`config.mk`:
```
export PLATFORM = sky130hd
export DESIGN_NAME = scamap_top
export DESIGN_NICKNAME = d
export VERILOG_FILES = /design/src/scamap_pkg.sv /design/src/scamap_ifs.sv /design/src/scamap_xlat.sv /design/src/scamap_filemap.sv /design/src/scamap_top.sv
export SDC_FILE = /design/constraint.sdc
export NUM_CORES = 1
export LEC_CHECK = 0
export ABC_AREA = 0
export BUFFER_PORTS_ARGS = -buffer_cell sky130_fd_sc_hd__buf_2
export CORE_MARGIN = 1
export CORE_UTILIZATION = 51
export CTS_CLUSTER_SIZE = 10
export DETAILED_ROUTE_END_ITERATION = 7
export GPL_TIMING_DRIVEN = 0
export PLACE_DENSITY = 0.78
export SYNTH_ARGS = -nofsm -noshare
export SYNTH_HDL_FRONTEND = slang
export SYNTH_HIERARCHICAL = 1
export SYNTH_SLANG_ARGS = --single-unit
```
`constraint.sdc`:
```
create_clock -name clk -period 8.1 [get_ports clk]
set_clock_uncertainty 0.05 [all_clocks]
set_input_delay 1.215 -clock clk [delete_from_list [all_inputs] [get_ports clk]]
set_output_delay 1.215 -clock clk [all_outputs]
set_load 0.05 [all_outputs]
```
`src/scamap_pkg.sv`:
```
// Constants and types shared by the command and address mapper
`default_nettype none
package scamap_pkg;
  localparam int CODE_W = 10;
  localparam int DATA_W = 16;
  localparam int ADDR_W = 14;
  localparam int FILE_W = 8;
  localparam int ELEM_W = 16;
  localparam int PROD_W = 24;
  localparam int NUM_RG = 10;

  // Local function codes
  localparam logic [9:0] FC_PROT_WR   = 10'h001;
  localparam logic [9:0] FC_UNP_RD    = 10'h002;
  localparam logic [9:0] FC_PROT_BIT  = 10'h003;
  localparam logic [9:0] FC_UNP_BIT   = 10'h004;
  localparam logic [9:0] FC_RNG_WR_B  = 10'h064;
  localparam logic [9:0] FC_RNG_RD_B  = 10'h065;
  localparam logic [9:0] FC_RMW_B     = 10'h066;
  localparam logic [9:0] FC_ASCII_OFS = 10'h032;
  localparam logic [9:0] FC_RNG_WR_A  = FC_RNG_WR_B + FC_ASCII_OFS;
  localparam logic [9:0] FC_RMW_A     = FC_RMW_B + FC_ASCII_OFS;
  localparam logic [9:0] FC_TLR2      = 10'h1f5;
  localparam logic [9:0] FC_TLR3      = 10'h1f6;
  localparam logic [9:0] FC_TLW2      = 10'h1fd;
  localparam logic [9:0] FC_TLW3      = 10'h1fe;
  localparam logic [9:0] FC_TLWM      = 10'h1ff;

  // Link command and function bytes
  localparam logic [7:0] CB_PROT_WR  = 8'h00;
  localparam logic [7:0] CB_UNP_RD   = 8'h01;
  localparam logic [7:0] CB_PROT_BIT = 8'h02;
  localparam logic [7:0] CB_UNP_BIT  = 8'h05;
  localparam logic [7:0] CB_EXT      = 8'h0f;
  localparam logic [7:0] FB_NONE     = 8'h00;
  localparam logic [7:0] FB_RNG_WR   = 8'h00;
  localparam logic [7:0] FB_RNG_RD   = 8'h01;
  localparam logic [7:0] FB_RMW      = 8'h26;
  localparam logic [7:0] FB_TLR2     = 8'ha1;
  localparam logic [7:0] FB_TLR3     = 8'ha2;
  localparam logic [7:0] FB_TLW2     = 8'ha9;
  localparam logic [7:0] FB_TLW3     = 8'haa;
  localparam logic [7:0] FB_TLWM     = 8'hab;

  // File emulation defaults and database extent
  localparam logic [7:0]  DEF_FIRST_FILE = 8'h07;
  localparam logic [15:0] DEF_FILE_SIZE  = 16'h00c8;
  localparam logic [13:0] DB_LAST        = 14'h270f;

  typedef enum logic [3:0] {
    RG_USER, RG_BP_CFG, RG_P1_SETUP, RG_P2_SETUP, RG_RSVD_LO,
    RG_P1_CMDS, RG_P2_CMDS, RG_STATUS, RG_CMD_CTRL, RG_RSVD_HI,
    RG_NONE = 4'hf
  } scamap_region_e;

  localparam logic [13:0] RG_START [NUM_RG] = '{
    14'h0000, 14'h1388, 14'h1392, 14'h13b0, 14'h13ce,
    14'h1450, 14'h1900, 14'h1db0, 14'h1e78, 14'h1f40};

  typedef enum logic [1:0] {
    ST_IDLE = 2'b00,
    ST_MAP  = 2'b01,
    ST_ACC  = 2'b11,
    ST_RESP = 2'b10
  } scamap_state_e;
endpackage
`default_nettype wire

```
`src/scamap_ifs.sv`:
```
// Carriers between the mapper top and its two helpers
`default_nettype none
interface scamap_xlat_if import scamap_pkg::*; ();
  logic [CODE_W-1:0] code;
  logic [7:0]        cmd;
  logic [7:0]        fn;
  logic              fn_used;
  logic              ascii;
  logic              known;
  modport user (output code, input cmd, fn, fn_used, ascii, known);
  modport xlat (input code, output cmd, fn, fn_used, ascii, known);
endinterface

interface scamap_map_if import scamap_pkg::*; ();
  logic [FILE_W-1:0] file;
  logic [FILE_W-1:0] first;
  logic [ELEM_W-1:0] elem;
  logic [ELEM_W-1:0] size;
  logic [ADDR_W-1:0] dbreg;
  logic              over;
  scamap_region_e    region;
  modport user (output file, first, elem, size,
                input dbreg, over, region);
  modport map (input file, first, elem, size,
               output dbreg, over, region);
endinterface
`default_nettype wire

```
`src/scamap_xlat.sv`:
```
// Local function code to link command/function byte translator
`default_nettype none
module scamap_xlat
  import scamap_pkg::*;
(
  scamap_xlat_if.xlat x
);
  logic       basic;
  logic [9:0] pc;
  logic       ext;

  assign basic = (x.code >= FC_PROT_WR) && (x.code <= FC_UNP_BIT);
  assign x.ascii = (x.code >= FC_RNG_WR_A) && (x.code <= FC_RMW_A);
  // ASCII forms share bytes with their binary twins
  assign pc = x.ascii ? x.code - FC_ASCII_OFS : x.code;
  assign x.cmd = (x.code == FC_PROT_WR)  ? CB_PROT_WR :
                 (x.code == FC_UNP_RD)   ? CB_UNP_RD :
                 (x.code == FC_PROT_BIT) ? CB_PROT_BIT :
                 (x.code == FC_UNP_BIT)  ? CB_UNP_BIT : CB_EXT;
  assign x.fn = (pc == FC_RNG_WR_B) ? FB_RNG_WR :
                (pc == FC_RNG_RD_B) ? FB_RNG_RD :
                (pc == FC_RMW_B)    ? FB_RMW :
                (pc == FC_TLR2)     ? FB_TLR2 :
                (pc == FC_TLR3)     ? FB_TLR3 :
                (pc == FC_TLW2)     ? FB_TLW2 :
                (pc == FC_TLW3)     ? FB_TLW3 :
                (pc == FC_TLWM)     ? FB_TLWM : FB_NONE;
  assign ext = (pc >= FC_RNG_WR_B && pc <= FC_RMW_B) ||
               (pc >= FC_TLR2 && pc <= FC_TLR3) ||
               (pc >= FC_TLW2 && pc <= FC_TLWM);
  assign x.fn_used = ext;
  assign x.known = basic || ext;
endmodule
`default_nettype wire

```
`src/scamap_filemap.sv`:
```
// File number and element to database register, plus region decode
`default_nettype none
module scamap_filemap
  import scamap_pkg::*;
(
  scamap_map_if.map m
);
  logic [FILE_W-1:0] diff;
  logic [PROD_W-1:0] prod;
  logic [PROD_W:0]   sum;
  logic              below;
  logic [NUM_RG-1:0] ge;

  assign below = m.file < m.first;
  assign diff  = m.file - m.first;
  assign prod  = diff * m.size;
  assign sum   = {1'b0, prod} + {9'h000, m.elem};
  // Files below the first one or past the top register are refused
  assign m.over  = below || (sum > {11'h000, DB_LAST});
  assign m.dbreg = sum[ADDR_W-1:0];

  for (genvar i = 0; i < NUM_RG; i++) begin : g_rg
    assign ge[i] = m.dbreg >= RG_START[i];
  end
  // Region starts ascend, so the count of passed starts, less one, is the index
  assign m.region = m.over ? RG_NONE :
      scamap_region_e'(4'($countones(ge)) - 4'h1);
endmodule
`default_nettype wire

```
`src/scamap_top.sv`:
```
// Serial command translator and remote file address mapper
`default_nettype none
module scamap_top
  import scamap_pkg::*;
(
  input  wire logic              clk,
  input  wire logic              rst_n,
  input  wire logic [FILE_W-1:0] first_file,
  input  wire logic [ELEM_W-1:0] file_size,
  input  wire logic              cmd_valid,
  input  wire logic [CODE_W-1:0] cmd_code,
  input  wire logic [7:0]        cmd_node,
  input  wire logic [ADDR_W-1:0] cmd_int_addr,
  input  wire logic [6:0]        cmd_count,
  output logic                   tx_valid,
  output logic [7:0]             tx_node,
  output logic [7:0]             tx_cmd,
  output logic [7:0]             tx_fn,
  output logic                   tx_fn_used,
  output logic                   tx_ascii,
  output logic [ADDR_W-1:0]      tx_int_addr,
  output logic [6:0]             tx_count,
  output logic                   cmd_reject,
  output logic                   cmd_bad,
  input  wire logic              rem_valid,
  output logic                   rem_ready,
  input  wire logic              rem_write,
  input  wire logic [FILE_W-1:0] rem_file,
  input  wire logic [ELEM_W-1:0] rem_elem,
  input  wire logic [DATA_W-1:0] rem_wdata,
  output logic                   rem_done,
  output logic                   rem_err,
  output logic [DATA_W-1:0]      rem_rdata,
  output logic [ADDR_W-1:0]      rem_reg,
  output scamap_region_e         rem_region,
  output logic                   db_en,
  output logic                   db_we,
  output logic [ADDR_W-1:0]      db_addr,
  output logic [DATA_W-1:0]      db_wdata,
  input  wire logic [DATA_W-1:0] db_rdata
);
  scamap_xlat_if xi ();
  scamap_map_if  mi ();

  scamap_xlat u_xlat (
    .x (xi.xlat)
  );

  scamap_filemap u_map (
    .m (mi.map)
  );

  // Command list path
  logic send_ok;
  logic send_bad;

  assign xi.code  = cmd_code;
  assign send_ok  = cmd_valid && xi.known;
  assign send_bad = cmd_valid && !xi.known;

  always_ff @(posedge clk or negedge rst_n) begin
    if (!rst_n) begin
      tx_valid   <= 1'b0;
      cmd_reject <= 1'b0;
    end else begin
      tx_valid   <= send_ok;
      cmd_reject <= send_bad;
    end
  end

  // Flag stays until a good entry replaces the bad one
  always_ff @(posedge clk or negedge rst_n) begin
    if (!rst_n) begin
      cmd_bad <= 1'b0;
    end else if (cmd_valid) begin
      cmd_bad <= !xi.known;
    end
  end

  always_ff @(posedge clk or negedge rst_n) begin
    if (!rst_n) begin
      tx_int_addr <= '0;
      tx_count    <= '0;
      tx_node     <= '0;
      tx_cmd      <= '0;
      tx_fn       <= '0;
      tx_fn_used  <= 1'b0;
      tx_ascii    <= 1'b0;
    end else if (send_ok) begin
      tx_int_addr <= cmd_int_addr;
      tx_count    <= cmd_count;
      tx_node     <= cmd_node;
      tx_cmd      <= xi.cmd;
      tx_fn       <= xi.fn;
      tx_fn_used  <= xi.fn_used;
      tx_ascii    <= xi.ascii;
    end
  end

  // Remote file access path
  scamap_state_e      state;
  scamap_state_e      next_state;
  logic [FILE_W-1:0]  file_q;
  logic [ELEM_W-1:0]  elem_q;
  logic               wr_q;
  logic               over_q;
  scamap_region_e     region_q;
  logic               rem_take;

  assign rem_ready = state == ST_IDLE;
  assign rem_take  = rem_valid && rem_ready;
  assign mi.file   = file_q;
  assign mi.elem   = elem_q;
  // Settings are read only while mapping; keep them steady then
  assign mi.first  = first_file;
  assign mi.size   = file_size;
  // Every region is reachable; only the top bound and files below the first one refuse
  assign db_en = state == ST_ACC && !over_q;
  assign db_we = db_en && wr_q;

  always_comb begin
    next_state = state;
    unique case (state)
      ST_IDLE: if (rem_take) next_state = ST_MAP;
      ST_MAP:  next_state = ST_ACC;
      ST_ACC:  next_state = ST_RESP;
      ST_RESP: next_state = ST_IDLE;
    endcase
  end

  always_ff @(posedge clk or negedge rst_n) begin
    if (!rst_n) begin
      state <= ST_IDLE;
    end else begin
      state <= next_state;
    end
  end

  always_ff @(posedge clk or negedge rst_n) begin
    if (!rst_n) begin
      file_q   <= '0;
      elem_q   <= '0;
      wr_q     <= 1'b0;
      db_wdata <= '0;
    end else if (rem_take) begin
      file_q   <= rem_file;
      elem_q   <= rem_elem;
      wr_q     <= rem_write;
      db_wdata <= rem_wdata;
    end
  end

  // The multiply is registered before the database sees the address
  always_ff @(posedge clk or negedge rst_n) begin
    if (!rst_n) begin
      db_addr  <= '0;
      over_q   <= 1'b0;
      region_q <= RG_NONE;
    end else if (state == ST_MAP) begin
      db_addr  <= mi.dbreg;
      over_q   <= mi.over;
      region_q <= mi.region;
    end
  end

  always_ff @(posedge clk or negedge rst_n) begin
    if (!rst_n) begin
      rem_done <= 1'b0;
    end else begin
      rem_done <= state == ST_RESP;
    end
  end

  always_ff @(posedge clk or negedge rst_n) begin
    if (!rst_n) begin
      rem_err    <= 1'b0;
      rem_rdata  <= '0;
      rem_reg    <= '0;
      rem_region <= RG_NONE;
    end else if (state == ST_RESP) begin
      rem_err    <= over_q;
      rem_rdata  <= (over_q || wr_q) ? '0 : db_rdata;
      rem_reg    <= db_addr;
      rem_region <= region_q;
    end
  end

  logic dflt_cfg;
  assign dflt_cfg = first_file == DEF_FIRST_FILE &&
                    file_size == DEF_FILE_SIZE;
endmodule
`default_nettype wire

```
==> results.json, run 1 <==
{
  "status": "finished, violations left",
  "top_regs": "db_wdata x16, elem_q x16, rem_rdata x16",
  "synth_xor_area_frac": 0.0186,
  "period_needed_ps": 9130,
  "clkTransAtPathRegs_ps": 70,
  "dp_hpwl_mm": 20.7,
  "clk_latency_ps": 430,
  "grt_pass1_vias": 9337,
  "routedWlPerCell_um": 16.3,
  "antenna_cells": 0,
  "synth_commonest_cells": "inv_1 (167), dfrtp_1 (140), mux2_2 (109)",
  "critPathTopFamily": "adder cells",
  "synth_top_family_by_area": "adder cells",
  "drt-met1-wl_mm": 11.4,
  "fp-row-count": 55,
  "crit_fanout": 6,
  "grt_pass1_wl_mm": 44.8,
  "cts_sinks": 148,
  "slew_viol_final": 0,
  "synth-simple-area-share": 0.116,
  "wl_met2_mm": 13.7,
  "cp-end-kind": "register",
  "ys_top_cells_by_area": "dfrtp_1 (30%), fa_1 (18%), mux2_2 (10%)",
  "first_pass_iters": 5,
  "syn_area_um2": 11800,
  "fin_ws_ps": -1030,
  "cts_tree": "done",
  "async_flop_share": 1.00,
  "hold_buffers": 0,
  "ant_nets": 0,
  "synthDistinctLibCells": 90,
  "hold_viol": 0,
  "cp.required_ps": 8390,
  "cts_max_level": 4,
  "die_height_um": 154,
  "grt_max_degree": 95,
  "synth-edff-count": 0,
  "drt_iter0_drc": 445,
  "synth_compound_area_frac": 0.0969,
  "highest_layer": "met4",
  "die_w_um": 154,
  "hp-class": "register to register",
  "wl_met3_mm": 1.83,
  "ys_seq_area_frac": 0.314,
  "core_area_um2": 22700,
  "slew_headroom": 0.397,
  "crit_buf_inv": 8,
  "cts_buffers": 17,
  "final_cell_area_um2": 14900,
  "yosys_warnings": 6,
  "initial_core_util": 0.521,
  "fmax_mhz": 110,
  "drv_cap": 0,
  "layout-drive-gt1-share": 0.418,
  "synthCells": 1087,
  "dieArea_um2": 23800,
  "synthAdderAreaFrac": 0.251,
  "placed_area_um2": 13700,
  "grtUsageTotal": 0.235,
  "via_per_inst": 5.36,
  "vias": 9001,
  "violations": "setup timing",
  "cpPeakStageDelay_ps": 580,
  "slowest_stage": "fa_1",
  "critical_path.most_common_cell": "ha_4",
  "yosys_register_bits": 148,
  "ios": 243,
  "synth_mux_area_frac": 0.125,
  "yosys.area.top_type_share": 0.296,
  "drcViolationCount": 0,
  "synth_ff_type": "dfrtp_1",
  "dp.cells": 1618,
  "grt_overflow": 0,
  "wl_mm": 27.4,
  "setup_viol": 3,
  "cts_buffer_depth": 2,
  "synth.most_common_cell": "inv_1",
  "routabilityCongestion": 0.905,
  "rsz0062_at_grt": "yes",
  "fin_crit_sh": 1.13,
  "synth_area_leader_cell": "dfrtp_1",
  "final_nets": 1680,
  "antenna_found_initial": 0,
  "fin_cells": 1679,
  "area_delta_synth_final_pct": 25.5,
  "tightestPinTransition_ps": 882,
  "place.port_buffers": 240,
  "root_buffer": "clkbuf_16",
  "worstPathArrival_ps": 9420,
  "worst-setup-path-type": "primary input to register",
  "synth.avg_cell_area_um2": 10.9,
  "crit_path_start_kind": "primary input"
}
routing by layer:
layer | vias to the layer above | GRT usage
met5 | - | 0
met1 | 4437 | 0.291
met4 | 0 | 0.0707
met2 | 334 | 0.415
met3 | 45 | 0.0488
li1 | 4185 | -
final timing paths:
| kind | startpoint | to | slack [ps] | cells after the start |
|---|---|---|---|---|
| min reg2reg | cmd_bad | cmd_bad | 430 | 1 |
| max in group asynchronous | rst_n | db_wdata[4] | 6430 | 2 |
| max | first_file[1] | region_q[3] | -1030 | 38 |
| min | cmd_bad | cmd_bad | 430 | 1 |
| max reg2reg | file_q[1] | region_q[3] | -620 | 36 |
| min in group asynchronous | rst_n | elem_q[7] | 700 | 1 |
layout make-up:
class	count	area [um2]
Timing Repair Buffer	271	1500
Fill cell	1756	7850
Multi-Input combinational cell	732	7690
Clock buffer	17	425
Tap cell	285	357
Inverter	168	649
Sequential cell	148	3710
Clock inverter	15	186
Buffer	43	343
kinds of logic after synthesis:
logic type / count (synthesis)
AOI/OAI and AO/OA: 145
muxes: 127
buffers and inverters: 212
adders and majority gates: 175
other: 1
DFF: 148
and+or+nand+nor: 256
xor gates and xnor gates: 23
repair_timing:
action / in CTS / in global routing
pin swaps: 29 / 21
gates resized for setup: 42 / 32
endpoints found under the setup margin: 4 / 4
gates cloned: 1 / 0
setup buffers: 19 / 10
cells in the final DEF, fill, tap and decap left out, drive strengths merged, types with 5 or more instances in the layout:
master,Yosys,routed
buf,29,301
a22o,16,16
clkbuf,15,30
dfstp,8,8
and2,68,68
o21a,6,6
dfrtp,140,140
a21oi,32,32
a21o,12,12
o21ai,21,21
nor3,10,10
fa,104,104
conb,1,6
nand4,7,7
mux2,126,126
xnor2,12,12
a31oi,5,5
nand2b,24,24
nor2b,6,6
inv,168,176
nand2,79,79
xor2,11,11
a41oi,5,5
o211ai,7,7
nand3,12,12
ha,71,71
nor2,27,27
per-stage QoR:
| stage | hold slack [ps] | setup slack [ps] | utilization | setup TNS [ps] |
|---|---|---|---|---|
| after floorplan | 408 | -1160 | - | -2950 |
| after global placement | 410 | -2140 | 0.600 | -7100 |
| after detailed placement | 414 | -2270 | 0.602 | -7640 |
| after CTS | 430 | -1100 | 0.645 | -2710 |
| after global routing | 438 | -1350 | 0.654 | -3550 |
| final | 430 | -1030 | 0.654 | -2520 |
Power of run 1 is left out: the tool's default activity adds up to more than one toggle a clock period on the data nets, which glitch-free logic cannot reach.
==> run 2, diff against run 1 <==
--- a/config.mk
+++ b/config.mk
@@ -8,11 +8,10 @@
 export ABC_AREA = 0
 export BUFFER_PORTS_ARGS = -buffer_cell sky130_fd_sc_hd__buf_2
 export CORE_MARGIN = 1
-export CORE_UTILIZATION = 51
+export CORE_UTILIZATION = 57
 export CTS_CLUSTER_SIZE = 10
 export DETAILED_ROUTE_END_ITERATION = 7
-export GPL_TIMING_DRIVEN = 0
-export PLACE_DENSITY = 0.78
+export PLACE_DENSITY = 0.83
 export SYNTH_ARGS = -nofsm -noshare
 export SYNTH_HDL_FRONTEND = slang
 export SYNTH_HIERARCHICAL = 1
==> constraint.sdc (replaced) <==
create_clock -name clk -period 10.35 [get_ports clk]
set_clock_uncertainty 0.05 [all_clocks]
set_input_delay 1.5525 -clock clk [delete_from_list [all_inputs] [get_ports clk]]
set_output_delay 1.5525 -clock clk [all_outputs]
set_load 0.05 [all_outputs]
==> run 2 against run 1 <==
The run now ends clean. Worst setup slack gained 1300 ps. Global-route usage grew 1.4 points. Sequential cell count stayed put. Critical path depth did not move. Routed wire length shrank 6.5%. Die area shrank 10%. Cell count down 2.8%. Register-to-register slack better by 1700 ps. Via count down 2.2%. First-iteration DRC count shrank 22%. Critical path type unchanged.
==> results.json, run 2 (same netlist as run 1, synthesis figures left out) <==
{
  "status": "complete, no violations",
  "dp.cells": 1598,
  "final_nets": 1647,
  "cts_max_level": 4,
  "drt_iter0_drc": 346,
  "cts_buffers": 17,
  "root_buffer": "clkbuf_16",
  "initial_core_util": 0.583,
  "grtUsageTotal": 0.249,
  "die_w_um": 146,
  "slowest_stage": "fa_1",
  "worstPathArrival_ps": 10320,
  "hp-class": "register to register",
  "highest_layer": "met5",
  "setup_viol": 0,
  "dp_hpwl_mm": 19.8,
  "ant_nets": 0,
  "hold_viol": 0,
  "cpPeakStageDelay_ps": 530,
  "die_height_um": 146,
  "slew_viol_final": 0,
  "cp-end-kind": "register",
  "grt_max_degree": 82,
  "top_regs": "db_wdata x16, elem_q x16, rem_rdata x16",
  "tns_ps": 0,
  "tightestPinTransition_ps": 1090,
  "fin_crit_sh": 0.970,
  "area_delta_synth_final_pct": 18.4,
  "grt_pass1_vias": 9124,
  "drv_cap": 0,
  "cts_sinks": 148,
  "final_cell_mix": "buf_2 (241), inv_1 (167), dfrtp_1 (140), mux2_2 (109), fa_1 (104)",
  "postCtsSetupRepairBufs": 0,
  "cp.required_ps": 10640,
  "clkTransAtPathRegs_ps": 70,
  "vias": 8801,
  "cts_tree": "done",
  "clk_latency_ps": 430,
  "worst-setup-path-type": "primary input to register",
  "antenna_found_initial": 2,
  "layout-drive-gt1-share": 0.363,
  "cts_buffer_depth": 2,
  "fin_cells": 1632,
  "first_pass_iters": 4,
  "grt_pass1_wl_mm": 43.0,
  "hold_buffers": 0,
  "core_area_um2": 20300,
  "fp-row-count": 52,
  "wl_met2_mm": 13.2,
  "via_per_inst": 5.39,
  "critical_path.most_common_cell": "fa_1",
  "final_common_cell": "buf_2",
  "drcViolationCount": 0,
  "wl_mm": 25.6,
  "routabilityCongestion": 0.866,
  "slew_headroom": 0.272,
  "crit_fanout": 10,
  "crit_path_start_kind": "primary input",
  "period_needed_ps": 10040,
  "dieArea_um2": 21300,
  "grt_overflow": 0,
  "place.port_buffers": 242,
  "drt-met1-wl_mm": 10.7,
  "routedWlPerCell_um": 15.7,
  "wl_met3_mm": 1.31,
  "fmax_mhz": 99.6,
  "ios": 243
}
## run 2: changes by cell type in the layout (fill, tap and decap cells not counted), sizes merged
cell / delta
xor2: +1
clkbuf: -12
diode: +1
bufinv: -1
clkinv: -3
clkinvlp: +3
buf: -21
## run 2: critical path, delay by kind of cell
family	cells	cell delay, ps
muxes	1	290
xor gates and xnor gates	4	690
adders and majority gates	13	4960
and+or+nand+nor	4	860
buffers and inverters	8	460
AOI/OAI and AO/OA	8	1490
## run 2: final timing paths
path | end | depth (start not counted) | start | slack [ps]
worst max-delay path | region_q[3] | 38 | first_file[0] | 310
worst min-delay path | cmd_bad | 1 | cmd_bad | 440
worst max register to register | region_q[3] | 38 | file_q[0] | 1060
worst min register to register | cmd_bad | 1 | cmd_bad | 440
max in group asynchronous | tx_cmd[1] | 2 | rst_n | 7780
min in group asynchronous | rem_rdata[6] | 1 | rst_n | 1120
## run 2: metrics by stage
stage | setup WS (ps) | util | instance area, um2 | hold slack, ps
global route | -31.6 | 0.691 | 14000 | 462
CTS | 108 | 0.688 | 14000 | 445
floorplan | 189 | - | 11900 | 408
detailed placement | -227 | 0.660 | 13400 | 426
finish | 314 | 0.691 | 14000 | 443
global placement | 81.4 | 0.660 | 13400 | 421
## run 2: cell type report
cell class,instances,area (um2)
Antenna cell,1,2.50
Clock inverter,14,143
Inverter,168,633
Timing Repair Buffer,280,1500
Clock buffer,18,429
Tap cell,270,338
Fill cell,1567,6280
Sequential cell,148,3710
Multi-Input combinational cell,733,7260
## run 2: what timing repair did
item / 4_1_cts / 5_1_grt
hold endpoints to repair: 0 / 0
resized for setup: 0 / 8
setup endpoints to repair: 0 / 2
## run 2: routing by layer
metal,up-vias,GRT usage
li1,4117,-
met1,4384,0.316
met2,260,0.432
met3,38,0.0519
met4,2,0.0734
met5,-,0
Power of run 2 is left out for the same reason.
